File: src/rtl/pksl_pkg.sv
package pksl_pkg;
	localparam int CLK_MHZ = 20;
	localparam int CLK_KHZ = CLK_MHZ * 1000;

	// Power-on, self-test and scan timing
	localparam int POR_MS = 150;
	localparam int POR_CYC = POR_MS * CLK_KHZ;
	localparam int TEST_MS = 400;
	localparam int TEST_CYC = TEST_MS * CLK_KHZ;
	localparam int SCAN_MS = 10;
	localparam int SCAN_CYC = SCAN_MS * CLK_KHZ;

	// Link clock phases in microseconds
	localparam int T_LOW_US = 40;
	localparam int T_HIGH_US = 35;
	localparam int T_HBT_US = 20;
	localparam logic [9:0] LOW_CYC = 10'(T_LOW_US * CLK_MHZ);
	localparam logic [9:0] HIGH_CYC = 10'(T_HIGH_US * CLK_MHZ);
	localparam logic [9:0] HBT_CYC = 10'(T_HBT_US * CLK_MHZ);
	localparam logic [9:0] SYNC_SKIP = 10'h004;
	localparam logic [3:0] FRAME_LAST = 4'hA;
	localparam logic [3:0] PARITY_BIT = 4'h9;

	localparam logic [3:0] SETTLE_CYC = 4'h4;
	localparam logic [5:0] REP_DELAY_TICKS = 6'h32;
	localparam logic [5:0] REP_PERIOD_TICKS = 6'h09;

	localparam logic [7:0] CODE_DONE = 8'hAA;
	localparam logic [7:0] CODE_FAIL = 8'hFC;
	localparam logic [7:0] CODE_OVERRUN = 8'h00;
	localparam logic [7:0] CODE_BREAK_PFX = 8'hF0;
	localparam logic [7:0] CODE_BREAK_BIT = 8'h80;
	localparam logic [7:0] CODE_BASE_1 = 8'h01;
	localparam logic [7:0] CODE_BASE_2 = 8'h40;
	localparam logic [7:0] CODE_BASE_3 = 8'h41;
	localparam logic [5:0] KEY_PAUSE = 6'h3F;

	localparam logic [1:0] MODE_1 = 2'h1;
	localparam logic [1:0] MODE_2 = 2'h2;
	localparam logic [1:0] MODE_3 = 2'h3;
	localparam logic [1:0] CFG_NORMAL = 2'h0;
	localparam logic [1:0] CFG_MAKE_ONLY = 2'h1;
	localparam logic [1:0] CFG_BREAK_ONLY = 2'h2;
	localparam logic [1:0] CFG_REPEAT = 2'h3;

	localparam logic [4:0] FIFO_DEPTH = 5'h10;

	function automatic logic [7:0] keyCode(input logic [5:0] idx,
		input logic [1:0] mode);
		if (mode == MODE_1) begin
			return {2'h0, idx} + CODE_BASE_1;
		end else if (mode == MODE_3) begin
			return {2'h0, idx} + CODE_BASE_3;
		end
		return {2'h0, idx} + CODE_BASE_2;
	endfunction
endpackage

File: src/rtl/pksl_fifo_if.sv
`timescale 1ns/100ps
`default_nettype none
interface pksl_fifo_if;
	logic push;
	logic [7:0] pushData;
	logic pop;
	logic [7:0] popData;
	logic popValid;
	logic [4:0] count;
	modport producer(output push, output pushData, output pop,
		input popData, input popValid, input count);
	modport store(input push, input pushData, input pop,
		output popData, output popValid, output count);
endinterface // pksl_fifo_if
`default_nettype wire

File: src/rtl/pksl_fifo.sv
`timescale 1ns/100ps
`default_nettype none
module pksl_fifo (
	input wire logic clk,
	input wire logic reset,
	pksl_fifo_if.store fif
);
	typedef struct packed {
		logic [3:0] wp;
		logic [3:0] rp;
		logic [4:0] count;
		logic [7:0] popData;
		logic popValid;
	} pksl_fifo_t;

	pksl_fifo_t s_r, s_nxt;
	logic [7:0] mem [16];
	logic doPush, doPop;

	always_comb begin
		s_nxt = s_r;
		doPush = fif.push && (s_r.count != pksl_pkg::FIFO_DEPTH);
		doPop = fif.pop && (s_r.count != 5'h00);
		s_nxt.popValid = doPop;
		if (doPush) begin
			s_nxt.wp = s_r.wp + 4'h1;
		end
		if (doPop) begin
			s_nxt.popData = mem[s_r.rp];
			s_nxt.rp = s_r.rp + 4'h1;
		end
		s_nxt.count = s_r.count + {4'h0, doPush} - {4'h0, doPop};
	end

	always_ff @(posedge clk) begin
		if (doPush) begin
			mem[s_r.wp] <= fif.pushData;
		end
		if (reset) begin
			s_r <= '0;
		end else begin
			s_r <= s_nxt;
		end
	end

	assign fif.popData = s_r.popData;
	assign fif.popValid = s_r.popValid;
	assign fif.count = s_r.count;
endmodule // pksl_fifo
`default_nettype wire

File: src/rtl/pksl_link.sv
`timescale 1ns/100ps
`default_nettype none
module pksl_link (
	input wire logic clk,
	input wire logic reset,
	input wire logic txGo,
	input wire logic [7:0] txByte,
	input wire logic lineClk,
	input wire logic lineDat,
	output logic txBusy,
	output logic txDone,
	output logic txAbort,
	output logic clkOe,
	output logic datOe
);
	typedef enum logic [3:0] {
		L_IDLE = 4'h1,
		L_HBT = 4'h2,
		L_HIGH = 4'h4,
		L_LOW = 4'h8
	} pksl_link_state_t;

	typedef struct packed {
		pksl_link_state_t st;
		logic [9:0] cnt;
		logic [3:0] bitIdx;
		logic [10:0] frame;
		logic busy, done, abort, clkOe, datOe;
	} pksl_link_t;

	pksl_link_t s_r, s_nxt;

	always_comb begin
		s_nxt = s_r;
		s_nxt.done = 1'b0;
		s_nxt.abort = 1'b0;
		case (s_r.st)
			L_IDLE: begin
				if (txGo) begin
					// Start low, LSB first, odd parity, stop high
					s_nxt.frame = {1'b1, ~^txByte, txByte, 1'b0};
					s_nxt.bitIdx = 4'h0;
					s_nxt.cnt = pksl_pkg::HBT_CYC;
					s_nxt.busy = 1'b1;
					s_nxt.st = L_HBT;
				end
			end
			L_HBT: begin
				// Held-low line means inhibit: wait, keep the byte
				if (!lineClk || !lineDat) begin
					s_nxt.cnt = pksl_pkg::HBT_CYC;
				end else if (s_r.cnt == 10'h001) begin
					s_nxt.datOe = ~s_r.frame[0];
					s_nxt.cnt = pksl_pkg::HIGH_CYC;
					s_nxt.st = L_HIGH;
				end else begin
					s_nxt.cnt = s_r.cnt - 10'h001;
				end
			end
			L_HIGH: begin
				// Skip cycles where our own release is still in the synchroniser
				if (s_r.cnt <= pksl_pkg::HIGH_CYC - pksl_pkg::SYNC_SKIP
						&& !lineClk && s_r.bitIdx > pksl_pkg::PARITY_BIT) begin
					// Parity rising edge already passed: give up, resend later
					s_nxt.abort = 1'b1;
					s_nxt.busy = 1'b0;
					s_nxt.datOe = 1'b0;
					s_nxt.st = L_IDLE;
				end else if (s_r.cnt == 10'h001) begin
					s_nxt.clkOe = 1'b1;
					s_nxt.cnt = pksl_pkg::LOW_CYC;
					s_nxt.st = L_LOW;
				end else begin
					s_nxt.cnt = s_r.cnt - 10'h001;
				end
			end
			L_LOW: begin
				if (s_r.cnt == 10'h001) begin
					s_nxt.clkOe = 1'b0;
					if (s_r.bitIdx == pksl_pkg::FRAME_LAST) begin
						s_nxt.done = 1'b1;
						s_nxt.busy = 1'b0;
						s_nxt.datOe = 1'b0;
						s_nxt.st = L_IDLE;
					end else begin
						s_nxt.bitIdx = s_r.bitIdx + 4'h1;
						s_nxt.frame = {1'b1, s_r.frame[10:1]};
						s_nxt.datOe = ~s_r.frame[1];
						s_nxt.cnt = pksl_pkg::HIGH_CYC;
						s_nxt.st = L_HIGH;
					end
				end else begin
					s_nxt.cnt = s_r.cnt - 10'h001;
				end
			end
			default: begin
				s_nxt.st = L_IDLE;
			end
		endcase
	end

	always_ff @(posedge clk) begin
		if (reset) begin
			s_r <= '0;
			s_r.st <= L_IDLE;
		end else begin
			s_r <= s_nxt;
		end
	end

	assign txBusy = s_r.busy;
	assign txDone = s_r.done;
	assign txAbort = s_r.abort;
	assign clkOe = s_r.clkOe;
	assign datOe = s_r.datOe;
endmodule // pksl_link
`default_nettype wire

File: src/rtl/pksl_top.sv
// How it works
// - Key matrix is scanned every 10 ms while the link keeps running.
// - A key going down sends a press code; coming up sends a release code.
// - Pause key sends its press code only, never a release code.
// - Internal power-on reset fires 150 ms to 2 s after power-up.
// - Self-test checks for shorted keys and lasts 300 to 500 ms.
// - Failed self-test sends an error code, then idles until a host command.
// - Passed self-test sends the completion byte, then scanning starts.
// - Scan bytes wait in a 16-byte FIFO; responses and repeats bypass it.
// - Byte that will not fit becomes the overrun code; later scan data is dropped until the overrun code has been sent.
// - Multi-byte keystroke is taken only when all its bytes fit.
// - Low clock before sending means inhibit; hold the byte and send later.
// - Each device-to-host frame is eleven bits long.
// - Host halts a frame by pulling clock low; device watches the clock.
// - Frame finishes on halt only if parity clock rise has not happened.
// - Three scan code sets, chosen by user or host; set two after reset.
// - In set three each key but pause is press-and-release, press-only, release-only or repeating.
`timescale 1ns/100ps
`default_nettype none
module pksl_top #(
	parameter int POR_CYC = pksl_pkg::POR_CYC,
	parameter int TEST_CYC = pksl_pkg::TEST_CYC,
	parameter int SCAN_CYC = pksl_pkg::SCAN_CYC
) (
	input wire logic clk,
	input wire logic reset,
	output logic [7:0] colDrive,
	input wire logic [7:0] rowSense,
	input wire logic kbClkIn,
	output logic kbClkOut,
	output logic kbClkOe,
	input wire logic kbDatIn,
	output logic kbDatOut,
	output logic kbDatOe,
	input wire logic modeLoad,
	input wire logic [1:0] modeSel,
	input wire logic cfgLoad,
	input wire logic [5:0] cfgKey,
	input wire logic [1:0] cfgVal,
	input wire logic hostCmdRcvd,
	output logic [1:0] scanMode,
	output logic selfTestFail,
	output logic keysActive
);
	typedef enum logic [7:0] {
		S_POR = 8'h01,
		S_TEST = 8'h02,
		S_REPORT = 8'h04,
		S_OFF = 8'h08,
		S_IDLE = 8'h10,
		S_SETTLE = 8'h20,
		S_ROW = 8'h40,
		S_PUSH2 = 8'h80
	} pksl_scan_state_t;

	typedef enum logic [2:0] {
		T_IDLE = 3'h1,
		T_POP = 3'h2,
		T_SEND = 3'h4
	} pksl_send_state_t;

	typedef enum logic [1:0] {
		SRC_RESP = 2'h0,
		SRC_REP = 2'h1,
		SRC_OVR = 2'h2,
		SRC_FIFO = 2'h3
	} pksl_src_t;

	typedef struct packed {
		pksl_scan_state_t st;
		pksl_send_state_t ts;
		pksl_src_t src;
		logic [22:0] timer;
		logic [17:0] tick;
		logic tickPulse;
		logic [2:0] col, row;
		logic [3:0] settle;
		logic [7:0] rowMeta, rowSync, rowSnap;
		logic clkMeta, clkSync, datMeta, datSync;
		logic [63:0] keyState;
		logic [127:0] keyCfg;
		logic [1:0] mode;
		logic [7:0] colDrive;
		logic [7:0] second;
		logic push;
		logic [7:0] pushData;
		logic pop;
		logic overrun, respPend, fail, scanning;
		logic [7:0] respCode;
		logic repArmed, repPend;
		logic [5:0] repKey, repCnt;
		logic txGo;
		logic [7:0] txByte;
		logic pinLow;
	} pksl_top_t;

	pksl_top_t s_r, s_nxt;
	pksl_fifo_if fif();
	logic txBusy, txDone, txAbort;

	logic [5:0] idx;
	logic keyDown;
	logic [1:0] cfg;
	logic [1:0] need;
	logic [7:0] code, first;
	logic [5:0] effCount;
	logic adv, fits;

	pksl_fifo u_fifo (
		.clk(clk),
		.reset(reset),
		.fif(fif)
	);

	pksl_link u_link (
		.clk(clk),
		.reset(reset),
		.txGo(s_r.txGo),
		.txByte(s_r.txByte),
		.lineClk(s_r.clkSync),
		.lineDat(s_r.datSync),
		.txBusy(txBusy),
		.txDone(txDone),
		.txAbort(txAbort),
		.clkOe(kbClkOe),
		.datOe(kbDatOe)
	);

	assign fif.push = s_r.push;
	assign fif.pushData = s_r.pushData;
	assign fif.pop = s_r.pop;

	always_comb begin
		s_nxt = s_r;
		idx = {s_r.col, s_r.row};
		keyDown = ~s_r.rowSnap[s_r.row];
		cfg = pksl_pkg::CFG_NORMAL;
		need = 2'h0;
		code = pksl_pkg::keyCode(idx, s_r.mode);
		first = code;
		adv = 1'b0;
		// A push still in flight is counted as already stored
		effCount = {1'b0, fif.count} + {5'h00, s_r.push};
		fits = 1'b0;

		s_nxt.push = 1'b0;
		s_nxt.pop = 1'b0;
		s_nxt.rowMeta = rowSense;
		s_nxt.rowSync = s_r.rowMeta;
		s_nxt.clkMeta = kbClkIn;
		s_nxt.clkSync = s_r.clkMeta;
		s_nxt.datMeta = kbDatIn;
		s_nxt.datSync = s_r.datMeta;

		// 10 ms scan enable
		s_nxt.tickPulse = 1'b0;
		if (s_r.tick == 18'h00000) begin
			s_nxt.tick = 18'(SCAN_CYC - 1);
			s_nxt.tickPulse = 1'b1;
		end else begin
			s_nxt.tick = s_r.tick - 18'h00001;
		end

		if (modeLoad && modeSel != 2'h0) begin
			s_nxt.mode = modeSel;
		end
		if (cfgLoad) begin
			s_nxt.keyCfg[{cfgKey, 1'b0} +: 2] = cfgVal;
		end

		// Sender: responses first, then repeats, then buffered bytes
		case (s_r.ts)
			T_IDLE: begin
				if (s_r.respPend) begin
					s_nxt.txByte = s_r.respCode;
					s_nxt.src = SRC_RESP;
					s_nxt.txGo = 1'b1;
					s_nxt.ts = T_SEND;
				end else if (s_r.repPend) begin
					s_nxt.txByte = pksl_pkg::keyCode(s_r.repKey, s_r.mode);
					s_nxt.src = SRC_REP;
					s_nxt.txGo = 1'b1;
					s_nxt.ts = T_SEND;
				end else if (fif.count != 5'h00) begin
					s_nxt.pop = 1'b1;
					s_nxt.ts = T_POP;
				end else if (s_r.overrun && !s_r.push) begin
					// Overrun code goes out where the lost byte would have
					s_nxt.txByte = pksl_pkg::CODE_OVERRUN;
					s_nxt.src = SRC_OVR;
					s_nxt.txGo = 1'b1;
					s_nxt.ts = T_SEND;
				end
			end
			T_POP: begin
				if (fif.popValid) begin
					s_nxt.txByte = fif.popData;
					s_nxt.src = SRC_FIFO;
					s_nxt.txGo = 1'b1;
					s_nxt.ts = T_SEND;
				end
			end
			T_SEND: begin
				if (txBusy) begin
					s_nxt.txGo = 1'b0;
				end
				if (txAbort) begin
					s_nxt.txGo = 1'b1;
				end else if (txDone) begin
					s_nxt.ts = T_IDLE;
					if (s_r.src == SRC_RESP) begin
						s_nxt.respPend = 1'b0;
					end else if (s_r.src == SRC_REP) begin
						s_nxt.repPend = 1'b0;
					end else if (s_r.src == SRC_OVR) begin
						s_nxt.overrun = 1'b0;
					end
				end
			end
			default: begin
				s_nxt.ts = T_IDLE;
			end
		endcase

		case (s_r.st)
			S_POR: begin
				if (s_r.timer == 23'h000000) begin
					s_nxt.st = S_TEST;
					s_nxt.timer = 23'(TEST_CYC - 1);
					s_nxt.colDrive = 8'h00;
				end else begin
					s_nxt.timer = s_r.timer - 23'h000001;
				end
			end
			S_TEST: begin
				// All columns driven: any row low now is a shorted key
				if (s_r.timer == 23'h000000) begin
					s_nxt.fail = ~&s_r.rowSync;
					s_nxt.respCode = (~&s_r.rowSync) ? pksl_pkg::CODE_FAIL
						: pksl_pkg::CODE_DONE;
					s_nxt.respPend = 1'b1;
					s_nxt.colDrive = 8'hFF;
					s_nxt.keyState = 64'h0;
					s_nxt.st = S_REPORT;
				end else begin
					s_nxt.timer = s_r.timer - 23'h000001;
				end
			end
			S_REPORT: begin
				if (!s_r.respPend) begin
					s_nxt.st = s_r.fail ? S_OFF : S_IDLE;
					s_nxt.scanning = ~s_r.fail;
				end
			end
			S_OFF: begin
				if (hostCmdRcvd) begin
					s_nxt.st = S_IDLE;
					s_nxt.fail = 1'b0;
					s_nxt.scanning = 1'b1;
				end
			end
			S_IDLE: begin
				if (s_r.tickPulse) begin
					s_nxt.col = 3'h0;
					s_nxt.colDrive = 8'hFE;
					s_nxt.settle = pksl_pkg::SETTLE_CYC;
					s_nxt.st = S_SETTLE;
				end
			end
			S_SETTLE: begin
				// Covers pin delay plus the two synchroniser stages
				if (s_r.settle == 4'h0) begin
					s_nxt.rowSnap = s_r.rowSync;
					s_nxt.row = 3'h0;
					s_nxt.st = S_ROW;
				end else begin
					s_nxt.settle = s_r.settle - 4'h1;
				end
			end
			S_ROW: begin
				adv = 1'b1;
				if (s_r.mode == pksl_pkg::MODE_3) begin
					cfg = s_r.keyCfg[{idx, 1'b0} +: 2];
				end
				if (keyDown) begin
					if (cfg != pksl_pkg::CFG_BREAK_ONLY) begin
						need = 2'h1;
					end
				end else if (idx == pksl_pkg::KEY_PAUSE) begin
					need = 2'h0;
				end else if (s_r.mode == pksl_pkg::MODE_1) begin
					need = 2'h1;
					first = code | pksl_pkg::CODE_BREAK_BIT;
				end else if (cfg != pksl_pkg::CFG_MAKE_ONLY) begin
					need = 2'h2;
					first = pksl_pkg::CODE_BREAK_PFX;
				end
				fits = (effCount + {4'h0, need}) <= {1'b0, pksl_pkg::FIFO_DEPTH};
				if (keyDown != s_r.keyState[idx]) begin
					// Lost keystrokes still update state so they are not replayed
					s_nxt.keyState[idx] = keyDown;
					if (need != 2'h0) begin
						if (!s_r.overrun && fits) begin
							s_nxt.push = 1'b1;
							s_nxt.pushData = first;
							s_nxt.second = code;
							if (need == 2'h2) begin
								adv = 1'b0;
								s_nxt.st = S_PUSH2;
							end
						end else begin
							s_nxt.overrun = 1'b1;
						end
					end
					if (keyDown && idx != pksl_pkg::KEY_PAUSE
							&& (s_r.mode != pksl_pkg::MODE_3
							|| cfg == pksl_pkg::CFG_REPEAT)) begin
						s_nxt.repArmed = 1'b1;
						s_nxt.repKey = idx;
						s_nxt.repCnt = pksl_pkg::REP_DELAY_TICKS;
					end else if (!keyDown && idx == s_r.repKey) begin
						s_nxt.repArmed = 1'b0;
					end
				end
			end
			S_PUSH2: begin
				s_nxt.push = 1'b1;
				s_nxt.pushData = s_r.second;
				adv = 1'b1;
			end
			default: begin
				s_nxt.st = S_POR;
			end
		endcase

		if (adv) begin
			if (s_r.row != 3'h7) begin
				s_nxt.row = s_r.row + 3'h1;
				s_nxt.st = S_ROW;
			end else if (s_r.col != 3'h7) begin
				s_nxt.col = s_r.col + 3'h1;
				s_nxt.colDrive = ~(8'h01 << (s_r.col + 3'h1));
				s_nxt.settle = pksl_pkg::SETTLE_CYC;
				s_nxt.st = S_SETTLE;
			end else begin
				s_nxt.colDrive = 8'hFF;
				s_nxt.st = S_IDLE;
			end
		end

		// Repeat timer runs on scan ticks; its set beats the sender's clear
		if (s_r.tickPulse && s_r.repArmed && s_r.scanning) begin
			if (s_r.repCnt == 6'h00) begin
				s_nxt.repPend = 1'b1;
				s_nxt.repCnt = pksl_pkg::REP_PERIOD_TICKS;
			end else begin
				s_nxt.repCnt = s_r.repCnt - 6'h01;
			end
		end
	end

	always_ff @(posedge clk) begin
		if (reset) begin
			s_r <= '0;
			s_r.st <= S_POR;
			s_r.ts <= T_IDLE;
			s_r.timer <= 23'(POR_CYC - 1);
			s_r.mode <= pksl_pkg::MODE_2;
			s_r.colDrive <= 8'hFF;
			s_r.rowMeta <= 8'hFF;
			s_r.rowSync <= 8'hFF;
			s_r.rowSnap <= 8'hFF;
		end else begin
			s_r <= s_nxt;
		end
	end

	assign colDrive = s_r.colDrive;
	assign kbClkOut = s_r.pinLow;
	assign kbDatOut = s_r.pinLow;
	assign scanMode = s_r.mode;
	assign selfTestFail = s_r.fail;
	assign keysActive = s_r.scanning;
endmodule // pksl_top
`default_nettype wire

File: config.mk
export PLATFORM = sky130hd
export DESIGN_NAME = pksl_top
export DESIGN_NICKNAME = d
export VERILOG_FILES = /design/src/rtl/pksl_pkg.sv /design/src/rtl/pksl_fifo_if.sv /design/src/rtl/pksl_fifo.sv /design/src/rtl/pksl_link.sv /design/src/rtl/pksl_top.sv
export SDC_FILE = /design/constraint.sdc
export NUM_CORES = 1
export LEC_CHECK = 0
export BUFFER_PORTS_ARGS = -buffer_cell sky130_fd_sc_hd__buf_2
export CORE_MARGIN = 2
export CORE_UTILIZATION = 62
export CTS_BUF_LIST = sky130_fd_sc_hd__clkbuf_8
export CTS_CLUSTER_SIZE = 8
export DETAILED_ROUTE_END_ITERATION = 6
export PLACE_DENSITY = 0.79
export SYNTH_ARGS = -nofsm -noshare
export SYNTH_HDL_FRONTEND = slang
export SYNTH_HIERARCHICAL = 1
export SYNTH_SLANG_ARGS = --single-unit
File: constraint.sdc
create_clock -name clk -period 6.76 [get_ports clk]
set_clock_uncertainty 0.15 [all_clocks]
set_input_delay 0 -clock clk [delete_from_list [all_inputs] [get_ports clk]]
set_output_delay 0 -clock clk [all_outputs]
set_load 0.02 [all_outputs]
==> results of run 1 <==
[per-layer routing]
metal	share of wire, %	global-route usage (%)	vias up
met4	5.4	17.96	0
li1	-	-	9661
met1	39	37.91	9903
met3	6.5	5.416	236
met2	49	52.42	829
met5	0	0	-
[cell usage after synthesis (20+ instances only)]
master	number	share of area, %
nand2b_1	20	0.49
a211oi_1	24	0.71
nand3b_1	35	1.0
dfxtp_1	399	31
and2_1	21	0.51
a21oi_1	217	4.3
nor2_1	257	3.8
edfxtp_1	128	15
mux4_2	46	4.1
buf_2	20	0.39
ha_1	36	1.8
or3_1	26	0.64
xnor2_1	42	1.4
or2_2	24	0.59
nand3_1	46	0.90
o21ai_0	161	3.2
nor2b_1	85	2.1
xor2_1	25	0.86
buf_4	34	1.0
inv_1	49	0.72
nand2_1	184	2.7
clkbuf_1	124	1.8
nor3_1	86	1.7
mux2i_1	150	5.9
o21ai_1	69	1.4
a22oi_1	27	0.79
[power groups by stage]
stage | clock, µW | sequential, µW | combinational (µW)
2_1_floorplan | 0 | 3550 | 1080
3_3_place_gp | 0 | 3640 | 1160
3_5_place_dp | 0 | 3650 | 1200
4_1_cts | 2790 | 3590 | 1230
5_1_grt | 2920 | 3610 | 1390
6_report | 2750 | 3590 | 1240
[worst max-delay path by stage]
stage                      start              end  slack [ps]
final                     idx[0]  fif.pushData[7]         580
after floorplan           idx[2]  fif.pushData[0]        1750
after global placement    idx[2]  fif.pushData[4]         930
after global routing      idx[0]  fif.pushData[5]          30
after CTS                 idx[0]  fif.pushData[7]         720
after detailed placement  idx[0]  fif.pushData[7]         720
[critical path, stage by stage (launching register included)]
cell	delay, ps
dfxtp_2	740
nor2b_1	540
a22oi_1	150
and3_1	210
nor4_1	430
nand4_1	390
a21oi_1	230
o21bai_1	280
inv_1	130
fa_1	400
inv_1	80
fa_1	400
nor2b_1	170
a21boi_0	110
o22ai_1	170
o21bai_1	150
nor4b_2	570
o211ai_1	160
buf_4	250
o21bai_1	190
a31oi_1	190
[sequential cells by signal, indices dropped and copies added, names as in the netlist, 2 cells and up]
register            flops
colDrive                8
fif.pushData            8
idx                     6
s_nxt                  10
s_r                   305
scanMode                2
u_fifo/fif.count        5
u_fifo/fif.popData      8
u_fifo/mem            128
u_fifo/s_r              8
u_link/s_r             29
[cell usage in the layout, fill, tap and decap left out, drive strengths merged, types with 8 or more instances in the layout]
| cell type | synthesis | routed |
|---|---|---|
| o221ai | 11 | 11 |
| a211oi | 24 | 24 |
| nor2b | 85 | 85 |
| nand2 | 194 | 194 |
| edfxtp | 128 | 128 |
| nand4 | 15 | 15 |
| nand3 | 46 | 46 |
| inv | 53 | 89 |
| or4 | 16 | 16 |
| o22ai | 15 | 15 |
| nor3b | 18 | 18 |
| buf | 80 | 76 |
| a21o | 13 | 13 |
| a31oi | 19 | 19 |
| dfxtp | 399 | 399 |
| o21ai | 231 | 231 |
| and3 | 19 | 19 |
| and2 | 21 | 21 |
| a22oi | 27 | 27 |
| a41oi | 8 | 8 |
| xor2 | 25 | 25 |
| clkbuf | 125 | 103 |
| or3 | 27 | 27 |
| mux4 | 46 | 46 |
| nor2 | 259 | 259 |
| nor3 | 87 | 87 |
| o31ai | 9 | 9 |
| nand2b | 20 | 20 |
| a211o | 12 | 12 |
| mux2i | 151 | 151 |
| nand3b | 36 | 36 |
| mux2 | 14 | 14 |
| nor4 | 17 | 17 |
| a21oi | 217 | 217 |
| clkinv | 0 | 10 |
| or2 | 25 | 25 |
| ha | 36 | 36 |
| xnor2 | 42 | 42 |
| dlygate4sd3 | 0 | 47 |
[area by class of cell]
type | instances | area, µm²
Inverter | 53 | 198.9
Timing Repair Buffer | 123 | 955.9
Tap cell | 532 | 665.6
Multi-Input combinational cell | 1888 | 12490
Clock buffer | 103 | 1418
Clock inverter | 50 | 304.0
Sequential cell | 527 | 11840
Fill cell | 3050 | 12870
[what timing repair did]
action | in CTS | in global routing
gates resized for setup | 0 | 0
endpoints found under the hold margin | 210 | 0
hold buffers | 47 | 0
buffers inserted | 0 | 0
[kinds of logic after synthesis]
family / count (synthesis)
adder cells (fa/ha/maj): 39
AND/OR/NAND/NOR: 919
AO/OA/AOI/OAI: 650
other: 1
buffers and inverters: 258
XOR/XNOR: 67
multiplexers: 211
flip-flops: 527
[stage by stage]
stage / instances / utilization [%]
after detailed placement: 3076 / 63.04
after CTS: 3276 / 68.42
after global placement: 3076 / 63.04
after floorplan: 2673 / -
after global routing: 3276 / 68.42
final: 3276 / 68.42
==> results.py, run 1 <==
metrics = {
    "clock_network": {
        "clk_latency_ps": 700,
        "cts.sinks": 527,
        "cts_tree": "built",
        "htree_levels": 3,
        "clock_path_buffers": 3,
        "cts_buffers": 86,
        "clk_pin_slew_worst_paths_ps": 60,
        "cts-root-buf": "clkbuf_8",
    },
    "worst_setup_path": {
        "cp-end-kind": "register",
        "worstReg2RegEnd": "fif.pushData[7]",
        "arrival_ps": 6620,
        "r2r-start": "idx[0]",
        "worstPathRequired_ps": 7200,
        "worstSetupPathType": "reg2reg",
        "worst_setup_path_start_kind": "register",
        "r2r_cells": 20,
        "r2r_setup_slack_ps": 580,
        "crit_fanout": 25,
    },
    "synthesis": {
        "synth.cell_area_um2": 25530,
        "seq_area_frac_synth_pct": 46.34,
        "yosys.area_share.simple_pct": 18.66,
        "synth_edf_count": 128,
        "synth_mux_area_share_pct": 10.64,
        "synth_async_sr_flop_share_pct": 0,
        "yosysUniqueCellTypes": 102,
        "synth-seq-cells": 527,
        "avgSynthCellArea_um2": 9.556,
        "synth_ff_type": "dfxtp_1",
        "synth_top_family_by_area": "simple AND/OR/NAND/NOR gates",
        "synth_warnings": 6,
        "synth_xor_xnor_area_share_pct": 2.298,
        "synth_fa_ha_area_share_pct": 1.999,
        "synthCells": 2672,
        "synth_compound_area_share_pct": 15.25,
    },
    "timing": {
        "tns_ps": 0,
        "finalCriticalPeriod_ps": 6183,
        "setup_slack_ps": 577.2,
        "tightest_slew_ps": 1184,
        "setup_viol": 0,
        "max_freq_mhz": 161.7,
        "post-route-period-util_pct": 91.46,
        "drv_slew": 0,
        "hold_viol_final": 0,
        "rsz0062_at_grt": "no",
        "timing.hold.ws_ps": 97.16,
        "maxSlewHeadroom_pct": 20.98,
    },
    "placed_design": {
        "numPortBuffers": 38,
        "dp_hpwl_um": 43950,
        "globalplace.congestion": 0.9796,
        "dp_slack_ps": 720.6,
        "placed_cell_area_um2": 25680,
    },
    "floorplanning": {
        "io_pins": 41,
        "num_rows": 74,
        "die_y_um": 206.9,
        "die_width_um": 206.9,
        "die_area_um2": 42820,
        "initial_core_util_pct": 62.68,
        "coreArea_um2": 40740,
    },
    "grt": {
        "antenna_found_initial": 0,
        "grt_max_degree": 109,
        "gr-total-overflow": 0,
        "grt_pass1_vias": 19950,
        "grtUsageTotal_pct": 31.21,
        "grt_pass1_wl_um": 105000,
    },
    "drt": {
        "wire_per_inst_um": 20.39,
        "viasPerCell": 6.297,
        "drt-initial-drc-count": 1968,
        "vias": 20630,
        "wl_um": 66800,
        "dr.pass1.iters": 6,
        "drc": 0,
        "ant_nets": 0,
    },
    "power": {
        "power_switching_uw": 2205,
        "peakVddDrop_mv": 0.1661,
        "powerDensity_nw_per_um2": 272.2,
        "pwr-share-seq_pct": 47.4,
        "p_int_uw": 5381,
        "p_comb_share_pct": 16.4,
        "finalPower_uw": 7586,
        "p_leak_uw": 0.009909,
        "clkPwrFrac_pct": 36.2,
        "switching_share_pct": 29.07,
    },
    "hold_path": {
        "min_to": "selfTestFail",
        "hold_path_class": "in2reg",
        "hold_depth": 5,
        "hold_path.startpoint": "hostCmdRcvd",
    },
    "finish": {
        "fin_nets": 2743,
        "synthToLayoutAreaGrowth_pct": 9.164,
        "fin_area_um2": 27870,
        "final_layout_size_suffix_gt1_share_pct": 11.63,
        "n_antenna_cell": 0,
    },
    "status": {
        "status": "completed",
    },
    "run": {
        "maxCapViolations": 0,
    },
}
Power figures use the tool's default switching activity.
==> inputs of run 2 (changes only) <==
--- a/config.mk
+++ b/config.mk
@@ -6,7 +6,7 @@
 export NUM_CORES = 1
 export LEC_CHECK = 0
 export BUFFER_PORTS_ARGS = -buffer_cell sky130_fd_sc_hd__buf_2
-export CORE_MARGIN = 2
+export CORE_ASPECT_RATIO = 0.6
 export CORE_UTILIZATION = 62
 export CTS_BUF_LIST = sky130_fd_sc_hd__clkbuf_8
 export CTS_CLUSTER_SIZE = 8
==> run 2 against run 1 <==
Compared with the run above: total power fell by 2.9%; maximum frequency fell by 1.7%; via count rose by 1.9%; flip-flop and latch count did not move; hold slack got worse by 17 ps; setup slack got worse by 110 ps; clock power fell by 9.5%; cell count fell by 0.67%; wire length rose by 4.9%; critical path type unchanged.
==> results.py, run 2 (synthesis results as in run 1) <==
metrics = {
    "drt": {
        "dr.pass1.iters": 5,
        "drt-initial-drc-count": 2914,
        "wl_um": 70080,
        "drc": 0,
        "viasPerCell": 6.457,
        "wire_per_inst_um": 21.54,
        "ant_nets": 0,
        "vias": 21010,
    },
    "grt": {
        "gr-total-overflow": 0,
        "antenna_found_initial": 2,
        "grt_max_degree": 236,
        "grt_pass1_wl_um": 109600,
        "grtUsageTotal_pct": 32.94,
        "grt_pass1_vias": 19670,
    },
    "timing": {
        "finalCriticalPeriod_ps": 6290,
        "max_freq_mhz": 159.0,
        "post-route-period-util_pct": 93.05,
        "drv_slew": 0,
        "tns_ps": 0,
        "setup_viol": 0,
        "rsz0062_at_grt": "no",
        "hold_viol_final": 0,
        "tightest_slew_ps": 1210,
        "maxSlewHeadroom_pct": 19.23,
    },
    "power": {
        "powerDensity_nw_per_um2": 266.8,
        "switching_share_pct": 30.31,
        "p_leak_uw": 0.009797,
        "clkPwrFrac_pct": 33.8,
        "finalPower_uw": 7365,
        "p_comb_share_pct": 17.3,
        "power_switching_uw": 2233,
        "pwr-share-seq_pct": 48.9,
        "p_int_uw": 5133,
        "peakVddDrop_mv": 0.1813,
    },
    "finish": {
        "final_layout_size_suffix_gt1_share_pct": 11.14,
        "layout.cells.most_common_list": "dfxtp_1 (395), nor2_1 (257), a21oi_1 (217)",
        "top_register": "s_r",
        "synthToLayoutAreaGrowth_pct": 8.110,
        "fin_nets": 2734,
        "fillers": 3155,
        "largest_reg_flops": 305,
        "layout_commonest_cell": "dfxtp_1",
        "reg.largest.list": "s_r (305), u_fifo/mem (128), u_link/s_r (29)",
    },
    "worst_setup_path": {
        "r2r-start": "idx[0]",
        "crit_family": "simple AND/OR/NAND/NOR gates",
        "max_stage_delay_ps": 590,
        "worstPathRequired_ps": 7120,
        "cp-end-kind": "register",
        "worstReg2RegEnd": "fif.pushData[5]",
        "r2r_cells": 20,
        "path_cells": "nor2b_1 > a22oi_1 > and3_1 > nor4_2 > nand4_1 > a21oi_1 > o21bai_1 > inv_1 > fa_1 > inv_1 > fa_1 > nor2b_1 > o21ai_0 > a31oi_1 > o21bai_1 > nor4b_2 > o211ai_1 > buf_4 > a31oi_1 > o22ai_1",
        "crit_fanout": 20,
        "worst-path-buf-inv": 3,
        "cp_slowest_cell": "nor4b_2",
        "r2r_setup_slack_ps": 470,
        "arrival_ps": 6650,
        "worst_setup_path_start_kind": "register",
        "crit_path_start": "idx[0]",
        "worstSetupPathType": "reg2reg",
    },
    "clock_network": {
        "htree_levels": 3,
        "cts-root-buf": "clkbuf_8",
        "clk_latency_ps": 680,
        "cts_tree": "built",
        "cts_setup_buffers": 0,
        "cts_buffers": 81,
        "clk_pin_slew_worst_paths_ps": 60,
        "cts.sinks": 527,
        "clock_path_buffers": 3,
    },
    "floorplanning": {
        "die_width_um": 264.0,
        "initial_core_util_pct": 63.03,
        "num_rows": 57,
        "die_area_um2": 42030,
        "coreArea_um2": 40510,
        "die_y_um": 159.2,
        "io_pins": 41,
    },
    "hold_path": {
        "hold_depth": 4,
        "hold_path.startpoint": "hostCmdRcvd",
        "hold_path_class": "in2reg",
        "min_to": "s_r[344]",
    },
    "placed_design": {
        "numPortBuffers": 38,
        "dp_hpwl_um": 47430,
        "globalplace.congestion": 0.9668,
    },
    "status": {
        "status": "completed",
    },
    "run": {
        "maxCapViolations": 0,
    },
}
## run 2: timing repair
| action | 4_1_cts | 5_1_grt |
|---|---|---|
| endpoints found under the hold margin | 200 | 0 |
| setup endpoints to repair | 0 | 17 |
| hold buffers | 42 | 0 |
| resized for setup | 0 | 4 |
## run 2: area by class of cell
class	count	area [µm²]	area share (%)
multi-input cells	1888	12510	45.31
flip-flops and latches	527	11840	42.90
clock buffers	89	1225	4.437
repair buffers	119	925.9	3.354
well taps	531	664.4	2.407
clock inverters	44	234.0	0.8476
inverters	53	198.9	0.7207
diodes	3	7.507	0.02720
## run 2: worst register-to-register path, delay by kind of cell (launching register included)
family / cells / cell delay (ps)
flip-flops: 1 / 550
buffers and inverters: 3 / 470
adder cells (fa/ha/maj): 2 / 800
AND/OR/NAND/NOR: 6 / 2510
AO/OA/AOI/OAI: 9 / 1650
## run 2: worst max-delay path by stage
stage | endpoint | slack (ps) | cells after the start
after floorplan | fif.pushData[0] | 1750 | 22
after global placement | fif.pushData[5] | 730 | 20
after detailed placement | fif.pushData[5] | 410 | 20
after CTS | fif.pushData[5] | 400 | 20
after global routing | fif.pushData[5] | 40 | 20
final | fif.pushData[5] | 470 | 20
## run 2: power by group through the flow
stage	clock network, µW	registers [µW]	logic (µW)
final	2490	3600	1270
after global routing	2650	3620	1390
after CTS	2520	3590	1240
after detailed placement	0	3660	1220
after global placement	0	3650	1180
after floorplan	0	3550	1080
## run 2: stage by stage
stage	hold WS (ps)	instances	utilization (%)	setup slack, ps	area (µm²)
global route	83.49	3252	68.13	43.34	27600
floorplan	-46.19	2673	-	1754	25540
detailed placement	37.02	3076	63.44	407.2	25700
global placement	36.44	3076	63.44	729.0	25700
finish	79.87	3254	68.14	470.2	27600
CTS	23.65	3251	68.08	396.5	27580
## run 2: layer usage
layer / GRT usage, % / up-vias / share of wire, %
li1: - / 9622 / -
met1: 51.19 / 10090 / 45
met2: 44.92 / 1180 / 40
met3: 8.537 / 122 / 13
met4: 8.536 / 0 / 1.6
met5: 0 / - / 0
